File: config.mk
export PLATFORM = sky130hd
export DESIGN_NAME = gdst_sequencer
export DESIGN_NICKNAME = d
export VERILOG_FILES = /design/src/design/gdst_pkg.sv /design/src/design/gdst_sequencer.sv
export SDC_FILE = /design/constraint.sdc
export NUM_CORES = 1
export LEC_CHECK = 0
export BUFFER_PORTS_ARGS = -buffer_cell sky130_fd_sc_hd__buf_4
export CAP_MARGIN = 20
export CORE_UTILIZATION = 50
export CTS_CLUSTER_SIZE = 8
export DETAILED_ROUTE_END_ITERATION = 8
export PLACE_DENSITY_LB_ADDON = 0.1
export SLEW_MARGIN = 0
export SYNTH_ARGS = -nofsm -noshare
export SYNTH_HDL_FRONTEND = slang
export SYNTH_SLANG_ARGS = --single-unit
File: constraint.sdc
create_clock -name ref_clk_i -period 2.4 [get_ports ref_clk_i]
set_input_delay 0.24 -clock ref_clk_i [delete_from_list [all_inputs] [get_ports ref_clk_i]]
set_output_delay 0.24 -clock ref_clk_i [all_outputs]
set_load 0.005 [all_outputs]
File: src/design/gdst_pkg.sv
/*
 * Constants, state encoding and timing counts for the gate driver self-test sequencer.
 * Assumes a single 100 MHz reference clock; all rates are derived by enable pulses.
 */
// Behaviour
// - Test starts only from configuration mode
// - Test start drives irqs low, duty zero
// - Gate latched off during test and after
// - Completion: irqs high, duty ten percent
// - Stay configured, restore config defaults
// - Store per-circuit results, OR into flag
// - Test bit cleared: main irq shows result
// - Failure sets flag, records circuit, gate off
// - Fail flag ORs both domain failures
// - Query answers with ten-circuit failure map
// - Results readable anytime until reset/rerun/own domain power loss
// - Domain power cycle clears only its result
// - Neg supply mask sampled before test start
// - Wait state: main irq low, five percent
// - Duty output period is 4 kHz
// - Normal: duty 10..90 percent, irq high
// - PWM disabled while configuration mode active
package gdst_pkg;

	localparam int          CLK_HZ           = 100_000_000;
	localparam int          DUTY_FREQ_HZ     = 4_000;
	// One duty period split into 100 steps of one percent
	localparam int          DUTY_STEPS       = 100;
	localparam int          STEP_CYCLES_INT  = CLK_HZ / (DUTY_FREQ_HZ * DUTY_STEPS);
	localparam logic [7:0]  STEP_CYCLES      = STEP_CYCLES_INT[7:0];
	localparam logic [6:0]  DUTY_LAST_STEP   = 7'(DUTY_STEPS - 1);

	localparam logic [6:0]  DUTY_ZERO        = 7'h00;
	localparam logic [6:0]  DUTY_WAIT        = 7'h05;
	localparam logic [6:0]  DUTY_DONE        = 7'h0a;
	localparam logic [6:0]  DUTY_MIN         = 7'h0a;
	localparam logic [6:0]  DUTY_MAX         = 7'h5a;

	localparam int          TEST_TIME_MS     = 28;
	localparam int          TEST_CYCLES_DEF  = TEST_TIME_MS * (CLK_HZ / 1000);

	localparam int          NUM_CIRCUITS     = 10;
	localparam int          LV_CIRCUITS      = 5;
	// Negative supply monitor sits in the HV half of the result map
	localparam int          NEG_SUPPLY_BIT   = 6;
	localparam logic [9:0]  LV_MASK          = 10'h01f;
	localparam logic [9:0]  HV_MASK          = 10'h3e0;
	localparam logic [9:0]  RESULT_CLEAR     = 10'h000;

	typedef enum logic [1:0] {
		ST_IDLE = 2'b00,
		ST_RUN  = 2'b01,
		ST_DONE = 2'b10
	} gdst_state_t;

endpackage : gdst_pkg

File: src/design/gdst_sequencer.sv
/*
 * Self-test sequencer: test entry gating, progress signatures on the interrupt and
 * duty-cycle pins, result record, default restore and gate inhibit.
 * Assumes the analog test engine reports per-circuit failures as a 10-bit level that is
 * valid while its done input is high, and that domain power-good inputs are synchronous.
 */
`timescale 1ns/1ps

module gdst_sequencer #(
	parameter int TEST_CYCLES = gdst_pkg::TEST_CYCLES_DEF
) (
	input  wire logic       ref_clk_i,
	input  wire logic       resetn_i,
	input  wire logic       lv_power_good_i,
	input  wire logic       hv_power_good_i,
	input  wire logic       config_enable_i,
	input  wire logic       self_test_run_bit_i,
	input  wire logic       neg_supply_range_mask_i,
	input  wire logic       pwm_i,
	input  wire logic       fault_present_i,
	input  wire logic [6:0] temp_sense_duty_i,
	input  wire logic [9:0] circuit_fail_i,
	input  wire logic       self_test_result_query_i,
	output logic            main_fault_irq_out_o,
	output logic            aux_fault_irq_out_o,
	output logic            duty_cycle_report_out_o,
	output logic            gate_on_o,
	output logic            test_active_o,
	output logic            config_defaults_load_o,
	output logic            neg_test_enable_o,
	output logic            self_test_fail_flag_o,
	output logic [9:0]      self_test_result_o,
	output logic            result_valid_o,
	output logic [9:0]      query_response_o,
	output logic            query_valid_o
);
	import gdst_pkg::*;

	gdst_state_t  state_reg;
	gdst_state_t  state_next;
	logic [31:0]  timer_reg;
	logic         run_bit_d_reg;
	logic         gate_inhibit_reg;
	logic [9:0]   result_reg;
	logic         neg_en_reg;
	logic [7:0]   step_cnt_reg;
	logic [6:0]   phase_reg;
	logic [6:0]   duty_sel;
	logic         step_en;
	logic         start_req;
	logic         test_done;
	logic         fail_any;

	function automatic logic [6:0] clamp_duty(input logic [6:0] d);
		if (d < DUTY_MIN)
			return DUTY_MIN;
		if (d > DUTY_MAX)
			return DUTY_MAX;
		return d;
	endfunction : clamp_duty

	// Rising test bit with configuration mode
	assign start_req = self_test_run_bit_i && !run_bit_d_reg && config_enable_i && state_reg != ST_RUN;
	assign test_done = state_reg == ST_RUN && timer_reg >= 32'(TEST_CYCLES - 1);
	assign fail_any  = |(result_reg & LV_MASK) || |(result_reg & HV_MASK);

	always_ff @(posedge ref_clk_i or negedge resetn_i) begin
		if (!resetn_i)
			run_bit_d_reg <= 1'b0;
		else
			run_bit_d_reg <= self_test_run_bit_i;
	end

	always_comb begin
		state_next = state_reg;
		case (state_reg)
			ST_IDLE: begin
				if (start_req)
					state_next = ST_RUN;
			end
			ST_RUN: begin
				if (test_done)
					state_next = ST_DONE;
			end
			ST_DONE: begin
				if (start_req)
					state_next = ST_RUN;
				else if (!self_test_run_bit_i)
					state_next = ST_IDLE;
			end
			default: state_next = ST_IDLE;
		endcase
	end

	always_ff @(posedge ref_clk_i or negedge resetn_i) begin
		if (!resetn_i)
			state_reg <= ST_IDLE;
		else if (!lv_power_good_i)
			state_reg <= ST_IDLE;
		else
			state_reg <= state_next;
	end

	always_ff @(posedge ref_clk_i or negedge resetn_i) begin
		if (!resetn_i)
			timer_reg <= 32'h0000_0000;
		else if (state_reg != ST_RUN)
			timer_reg <= 32'h0000_0000;
		else
			timer_reg <= timer_reg + 32'h0000_0001;
	end

	// Mask captured as the test starts
	always_ff @(posedge ref_clk_i or negedge resetn_i) begin
		if (!resetn_i)
			neg_en_reg <= 1'b0;
		else if (start_req && state_reg == ST_IDLE || start_req && state_reg == ST_DONE)
			neg_en_reg <= neg_supply_range_mask_i;
	end

	always_ff @(posedge ref_clk_i or negedge resetn_i) begin
		if (!resetn_i) begin
			result_reg <= RESULT_CLEAR;
		end else begin
			// Each domain clears only its half
			if (!lv_power_good_i)
				result_reg <= result_reg & HV_MASK;
			else if (!hv_power_good_i)
				result_reg <= result_reg & LV_MASK;
			else if (start_req)
				result_reg <= RESULT_CLEAR;
			else if (test_done) begin
				result_reg <= circuit_fail_i;
				if (!neg_en_reg)
					result_reg[NEG_SUPPLY_BIT] <= 1'b0;
			end
		end
	end

	// Gate latched off until test bit clear and config left
	always_ff @(posedge ref_clk_i or negedge resetn_i) begin
		if (!resetn_i)
			gate_inhibit_reg <= 1'b0;
		else if (start_req)
			gate_inhibit_reg <= 1'b1;
		else if (state_reg == ST_IDLE && !self_test_run_bit_i && !config_enable_i)
			gate_inhibit_reg <= 1'b0;
	end

	// Failure forces gate off; no PWM in configuration
	always_ff @(posedge ref_clk_i or negedge resetn_i) begin
		if (!resetn_i)
			gate_on_o <= 1'b0;
		else
			gate_on_o <= pwm_i && !config_enable_i && !gate_inhibit_reg && !fail_any
				&& lv_power_good_i && hv_power_good_i && state_reg == ST_IDLE;
	end

	// One percent step enable for the 4 kHz period
	always_ff @(posedge ref_clk_i or negedge resetn_i) begin
		if (!resetn_i)
			step_cnt_reg <= 8'h00;
		else if (step_en)
			step_cnt_reg <= 8'h00;
		else
			step_cnt_reg <= step_cnt_reg + 8'h01;
	end
	assign step_en = step_cnt_reg == STEP_CYCLES - 8'h01;

	always_ff @(posedge ref_clk_i or negedge resetn_i) begin
		if (!resetn_i)
			phase_reg <= 7'h00;
		else if (step_en)
			phase_reg <= (phase_reg == DUTY_LAST_STEP) ? 7'h00 : phase_reg + 7'h01;
	end

	always_comb begin
		if (state_reg == ST_RUN)
			duty_sel = DUTY_ZERO;
		else if (state_reg == ST_DONE)
			duty_sel = DUTY_DONE;
		else if (!hv_power_good_i)
			duty_sel = DUTY_WAIT;
		else
			duty_sel = clamp_duty(temp_sense_duty_i);
	end

	always_ff @(posedge ref_clk_i or negedge resetn_i) begin
		if (!resetn_i)
			duty_cycle_report_out_o <= 1'b0;
		else
			duty_cycle_report_out_o <= phase_reg < duty_sel;
	end

	// Main irq carries the result once the test bit is cleared
	always_ff @(posedge ref_clk_i or negedge resetn_i) begin
		if (!resetn_i) begin
			main_fault_irq_out_o <= 1'b0;
			aux_fault_irq_out_o  <= 1'b0;
		end else if (state_reg == ST_RUN || start_req) begin
			main_fault_irq_out_o <= 1'b0;
			aux_fault_irq_out_o  <= 1'b0;
		end else if (state_reg == ST_DONE) begin
			main_fault_irq_out_o <= 1'b1;
			aux_fault_irq_out_o  <= 1'b1;
		end else if (!hv_power_good_i) begin
			main_fault_irq_out_o <= 1'b0;
			aux_fault_irq_out_o  <= !fault_present_i;
		end else begin
			// Failed result pulls main irq low, in or out of configuration
			main_fault_irq_out_o <= !fault_present_i && !fail_any;
			aux_fault_irq_out_o  <= !fault_present_i;
		end
	end

	always_ff @(posedge ref_clk_i or negedge resetn_i) begin
		if (!resetn_i)
			config_defaults_load_o <= 1'b0;
		else
			config_defaults_load_o <= test_done;
	end

	// Query response with the failure map
	always_ff @(posedge ref_clk_i or negedge resetn_i) begin
		if (!resetn_i) begin
			query_response_o <= RESULT_CLEAR;
			query_valid_o    <= 1'b0;
		end else begin
			query_valid_o <= self_test_result_query_i;
			if (self_test_result_query_i)
				query_response_o <= result_reg;
		end
	end

	// Results stay visible until reset, rerun or power loss of their domain
	always_ff @(posedge ref_clk_i or negedge resetn_i) begin
		if (!resetn_i) begin
			self_test_result_o    <= RESULT_CLEAR;
			self_test_fail_flag_o <= 1'b0;
			result_valid_o        <= 1'b0;
			test_active_o         <= 1'b0;
			neg_test_enable_o     <= 1'b0;
		end else begin
			self_test_result_o    <= result_reg;
			self_test_fail_flag_o <= fail_any;
			result_valid_o        <= state_reg == ST_DONE || (state_reg == ST_IDLE && result_valid_o && !start_req);
			test_active_o         <= state_reg == ST_RUN;
			neg_test_enable_o     <= neg_en_reg;
		end
	end

	a_start_gating: assert property (@(posedge ref_clk_i) disable iff (!resetn_i)
		state_reg == ST_IDLE && state_next == ST_RUN |-> config_enable_i)
		else $error("test started outside configuration mode");

	a_run_irq_low: assert property (@(posedge ref_clk_i) disable iff (!resetn_i)
		state_reg == ST_RUN ##1 state_reg == ST_RUN |-> !main_fault_irq_out_o && !aux_fault_irq_out_o)
		else $error("irq high during test");

	a_run_duty_zero: assert property (@(posedge ref_clk_i) disable iff (!resetn_i)
		state_reg == ST_RUN ##1 state_reg == ST_RUN |-> !duty_cycle_report_out_o)
		else $error("duty output high during test");

	a_gate_off_test: assert property (@(posedge ref_clk_i) disable iff (!resetn_i)
		state_reg == ST_RUN |=> !gate_on_o)
		else $error("gate on during test");

	a_done_irq_high: assert property (@(posedge ref_clk_i) disable iff (!resetn_i)
		state_reg == ST_DONE && $past(state_reg) == ST_DONE |=> main_fault_irq_out_o && aux_fault_irq_out_o)
		else $error("irqs not high after completion");

	a_defaults_pulse: assert property (@(posedge ref_clk_i) disable iff (!resetn_i)
		test_done |=> config_defaults_load_o ##1 !config_defaults_load_o)
		else $error("default restore pulse wrong");

	a_flag_or: assert property (@(posedge ref_clk_i) disable iff (!resetn_i)
		1'b1 |=> self_test_fail_flag_o == $past(|result_reg))
		else $error("fail flag is not the OR of results");

	a_fail_irq_low: assert property (@(posedge ref_clk_i) disable iff (!resetn_i)
		state_reg == ST_IDLE && hv_power_good_i && fail_any && !start_req |=> !main_fault_irq_out_o)
		else $error("main irq high despite failure");

	a_query_answer: assert property (@(posedge ref_clk_i) disable iff (!resetn_i)
		self_test_result_query_i |=> query_valid_o && query_response_o == $past(result_reg))
		else $error("query answer wrong");

	a_no_restart: assert property (@(posedge ref_clk_i) disable iff (!resetn_i)
		state_reg == ST_RUN && !test_done && lv_power_good_i |=> state_reg == ST_RUN && timer_reg != 32'h0)
		else $error("running test restarted");

	c_pass_run:   cover property (@(posedge ref_clk_i) disable iff (!resetn_i) test_done && circuit_fail_i == 10'h000);
	c_fail_run:   cover property (@(posedge ref_clk_i) disable iff (!resetn_i) test_done && circuit_fail_i != 10'h000);
	c_exit_test:  cover property (@(posedge ref_clk_i) disable iff (!resetn_i) state_reg == ST_DONE ##1 state_reg == ST_IDLE);
	c_wait_state: cover property (@(posedge ref_clk_i) disable iff (!resetn_i) lv_power_good_i && !hv_power_good_i);

endmodule : gdst_sequencer

; ---- After elaboration in Yosys (flattened, before gate mapping)
; Index checks and enable logic that the tools add are counted.
[totals]
rom_bits = 0
regBits = 92
latch_bits = 0
mem_count = 0
ram_bits = 0
[op_classes]
reduce_logical = 35
div_mod_pow = 0
addsub = 3
multipliers = 0
order_cmp = 4
n_mux = 37
eq_ne = 11
shifts = 0
n_bitwise = 0
[ops]
columns = cell, n
row1 = $mux W7, 8
row2 = $add A32 B1 Y32 const B, 1
row3 = $ge A32 B22 Y1 const B, 1
row4 = $mux W32, 1
row5 = $mux W10, 3
row6 = $logic_and A1 B1 Y1, 17
row7 = $mux W1, 17
row8 = $mux W2, 5
row9 = $reduce_or A5 Y1, 2
row10 = $add A8 B1 Y8 const B, 1
row11 = $eq A8 B8 Y1 const B, 1
row12 = $mux W8, 1
row13 = $add A7 B1 Y7 const B, 1
row14 = $eq A7 B7 Y1 const B, 1
row15 = $gt A7 B7 Y1 const B, 1
row16 = $logic_not A1 Y1, 7
row17 = $lt A7 B4 Y1 const B, 1
row18 = $lt A7 B7 Y1, 1
row19 = $ne A3 B1 Y1 const B, 2
row20 = $ne A3 B3 Y1 const B, 2
row21 = $pmux W2 S3, 1
row22 = $mux W5, 1
row23 = $logic_or A1 B1 Y1, 4
row24 = $ne A2 B1 Y1 const B, 2
row25 = other kinds (7), 8

; ---- Longest topological paths before layout
[depth]
ltp_word = 15
mapped_depth = 10
depth_no_buf = 9

; ---- Worst setup path before layout
; No wires, ideal clock.
[synth_timing]
path_kind = reg2reg
startpoint = register state_reg[0]
endpoint = register duty_cycle_report_out_o
synth_period_minus_slack_ps = 2259
path_stages_with_launch = 11
t_arrival_ps = 2194
path_slack_ps = 141
path_cell_list = dfrtp_1 > buf_2 > or2b_2 > clkbuf_1 > and3_1 > o21ai_0 > ha_1 > a21o_1 > a21o_1 > a221oi_1 > o21a_1
[synth_between]
elab_chain_len = 4
elab_cells_between_ends = 5
classes_between = order compare: 1 / eq/ne: 2 / mux: 2
[synth_rtl]
columns = item, line
row1 = "start, declared", gdst_sequencer.sv:39  ; gdst_state_t state_reg;
row2 = "start signal, assigned", gdst_sequencer.sv:101  ; state_reg <= state_next;
row3 = $eq A2 B2 Y1, gdst_sequencer.sv:180  ; else if (state_reg == ST_DONE)
row4 = $mux W7, gdst_sequencer.sv:180
row5 = $mux W7 *, gdst_sequencer.sv:178  ; if (state_reg == ST_RUN)
row6 = $lt A7 B7 Y1 *, gdst_sequencer.sv:192  ; duty_cycle_report_out_o <= phase_reg < duty_sel;
row7 = "end signal, assigned", gdst_sequencer.sv:192
row8 = "end, declared", gdst_sequencer.sv:26  ; output logic duty_cycle_report_out_o,
; Every way passes the cells marked *; elsewhere a longest branch is shown, timed or not.
; A chain may end at the register's enable or synchronous reset.

; ---- Worst setup path after layout
; Same ends and word-level chain as after synthesis.

==> run summary <==
status -> complete, no violations
DP Wirelength -> 6331 um
hold path endpoint -> run_bit_d_reg$_DFF_PN0_
Final Cycle Share -> 88.31%
hold wc startpoint -> self_test_run_bit_i
setup_tns -> 0 ns
busiest grt layer -> met2
largest family of logic cells by synthesized area -> simple AND/OR/NAND/NOR gates
diode count -> 0
Worst-Skew Late Latency -> 0.36 ns
Pre-antenna DRT Iters -> 4
sequential share of the synthesized area -> 53.79%
fill cell count -> 732
fraction of registers with async set/reset -> 100.0%
gr ovfl total -> 0
post-synthesis cell count -> 392
Compound-Gate Fraction of Synth Area -> 10.61%
DIE WIDTH -> 94.53 um
Worst Hold Class -> primary input to flip-flop
post-CTS setup buffers -> 0
Sink Count -> 92
pins over their slew limit -> 0
Core Box Area -> 0.008258 sq mm
initial DRC count -> 125
Synth-to-Final Area Change -> 17.89%
Mean Syn Cell Area -> 10.92 sq um
M2 GR Usage -> 34.06%
CTS H-tree lvls -> 3
CTS tree -> yes
CTS clock-pin slew for the worst setup and hold paths -> 0.10 ns
final worst slack -> 0.2805 ns
worst reg2reg setup slack -> 0.28 ns
Inserted Clock Buffers -> 9
GP Congestion -> 0.7664
PostCTS Resize Cnt -> 0
Site Rows -> 33
die area -> 0.008935 sq mm
Final Hold Vio Count -> 0
xor/xnor share of the synthesized area -> 6.752%
global routing met1 resource utilization -> 30.78%
Yosys top cell area share -> 53.79%
post-synthesis mux area share -> 3.128%
register area -> 0.002302 sq mm
Mapped Area -> 0.004280 sq mm
max cap viols -> 0
syn_nets -> 429
Max VDD drop -> 0.3317 mV
via count -> 3113
synth warn -> 0
pre-CTS WS -> 0.1435 ns
IO Count -> 57
Post-DRT Antenna Nets -> 0
R2R Path Start -> state_reg[0]$_DFFE_PN0P_
CP Capture Type -> flip-flop
vias in the first global route -> 3015
final WL -> 8874 um
Root Buffer Master -> clkbuf_8
largest cells by area after synthesis -> dfrtp_1, xnor2_1, nor2_1, ha_1, mux2_2
Placed Instances -> 549
Initial Utilization -> 51.83%
cts hold-fix bufs -> 1
Leak -> 2.292 nW
max FFs per register -> 32
WP data required -> 2.70 ns
share of cells above drive strength 1 -> 22.78%
crit-path max FO -> 6
Via density -> 5.500
footprint of the multi-input gates -> 0.001886 sq mm
# DRC -> 0
Tmin final -> 2.119 ns
hold path cells -> 1
Post-Synth Simple-Gate Area -> 19.94%
largest buffer count on any clock path -> 2
GR Layer Usage met3 -> 3.382%
initial antenna violation count -> 0
average routed wire per standard cell -> 15.68 um
Reg2Reg Capture Point -> duty_cycle_report_out_o$_DFF_PN0_
skew final -> 0.01380 ns
nets -> 493
ys flop type -> dfrtp_1
fin cells -> 566
post-layout util -> 61.11%
CP Class -> flip-flop to flip-flop
buffers added on ports -> 56
Pwr Density -> 546.1 mW/mm^2
count of cell types in the netlist -> 60
Max Freq -> 0.4718 GHz
Arr. time, crit path -> 2.42 ns
Slew @ Worst Pin -> 0.5956 ns
global-route wire length before repair -> 14840 um
Adder-Cell Fraction of Synth Area -> 3.625%
gr usage total -> 21.56%
most area-hungry cell type in the Yosys netlist -> dfrtp_1
RSZ-0062 raised after global routing -> false
# setup viols final -> 0
R2R cell count -> 8
Synth Register Bits -> 92
Critical Path Start Type -> flip-flop
number of flops mapped to enable cells by yosys -> 0
pin count of the biggest net entering global routing -> 49
relative slew slack -> 60.29%
DIE HEIGHT -> 94.53 um
==> cells in the mapped netlist (all sizes together), types with 5 or more instances <==
cell type and instances:
o31ai 5, nor2 52, nand3 21, ha 10, o21ai 13, nand2 22
or3 5, dfrtp 92, clkbuf 7, xor2 10, xnor2 23, a21oi 11
a22o 9, nor3 8, nand4 10, mux2 11, inv 11, nor4 11
==> per-stage QoR <==
step	hold slack, ns	power (mW)	instance area, sq um
2_1_floorplan	-0.05559	1.672	4280
3_3_place_gp	0.2928	1.784	4846
3_5_place_dp	0.2913	1.785	4846
4_1_cts	0.01089	2.787	5046
5_1_grt	0.006495	2.879	5046
6_report	0.02265	2.756	5046
==> cells by family after synthesis <==
| kind of cell | after synthesis |
|---|---|
| adder cells (fa/ha/maj) | 13 |
| multiplexers | 12 |
| AND/OR/NAND/NOR | 159 |
| XOR/XNOR | 33 |
| AO/OA/AOI/OAI | 61 |
| flip-flops | 92 |
| buffers and inverters | 22 |
==> worst max-delay path: stages (launching register included) <==
cell and delay [ns]:
dfrtp_1 0.44, or2b_2 0.32, and3_1 0.20, o21ai_0 0.09, ha_1 0.26, a21o_1 0.16, a21o_1 0.16, a221oi_1 0.27
o21a_1 0.16
==> placed cells by master (no fill, tap or decap), types with 11 or more instances in the layout <==
cell,netlist,layout
buf_4,0,62
dfrtp_1,92,92
inv_1,11,11
mux2_2,11,11
nand2_1,22,22
nand3_1,20,20
nor2_1,51,51
o21ai_0,13,13
xnor2_1,23,23
==> worst max-delay path by stage <==
stage	startpoint	slack (ns)	endpoint
floorplan	state_reg[0]$_DFFE_PN0P_	0.14	duty_cycle_report_out_o$_DFF_PN0_
global placement	temp_sense_duty_i[5]	0.20	duty_cycle_report_out_o$_DFF_PN0_
detailed placement	temp_sense_duty_i[5]	0.14	duty_cycle_report_out_o$_DFF_PN0_
CTS	state_reg[0]$_DFFE_PN0P_	0.27	duty_cycle_report_out_o$_DFF_PN0_
global route	state_reg[0]$_DFFE_PN0P_	0.14	duty_cycle_report_out_o$_DFF_PN0_
finish	state_reg[0]$_DFFE_PN0P_	0.28	duty_cycle_report_out_o$_DFF_PN0_
==> layer usage <==
layer	vias to the layer above	part of all wire (%)
met5	-	0
met4	0	0.97
met3	6	3.5
met2	51	46
met1	1520	50
li1	1536	-
==> area by class of cell <==
class / count / share of cell area, %
sequential: 92 / 45.62
inverter: 11 / 0.8182
clock inverter: 7 / 1.314
timing repair buffer: 64 / 9.819
multi-input combinational: 278 / 37.37
tap: 105 / 2.604
clock buffer: 9 / 2.455
==> where the power goes <==
| part | internal (mW) | switching [mW] |
|---|---|---|
| combinational | 0.0795 | 0.0978 |
| clock | 0.404 | 0.600 |
| sequential | 1.57 | 0.00898 |
| total | 2.05 | 0.707 |
No activity file was read; power rests on OpenSTA's default activity.
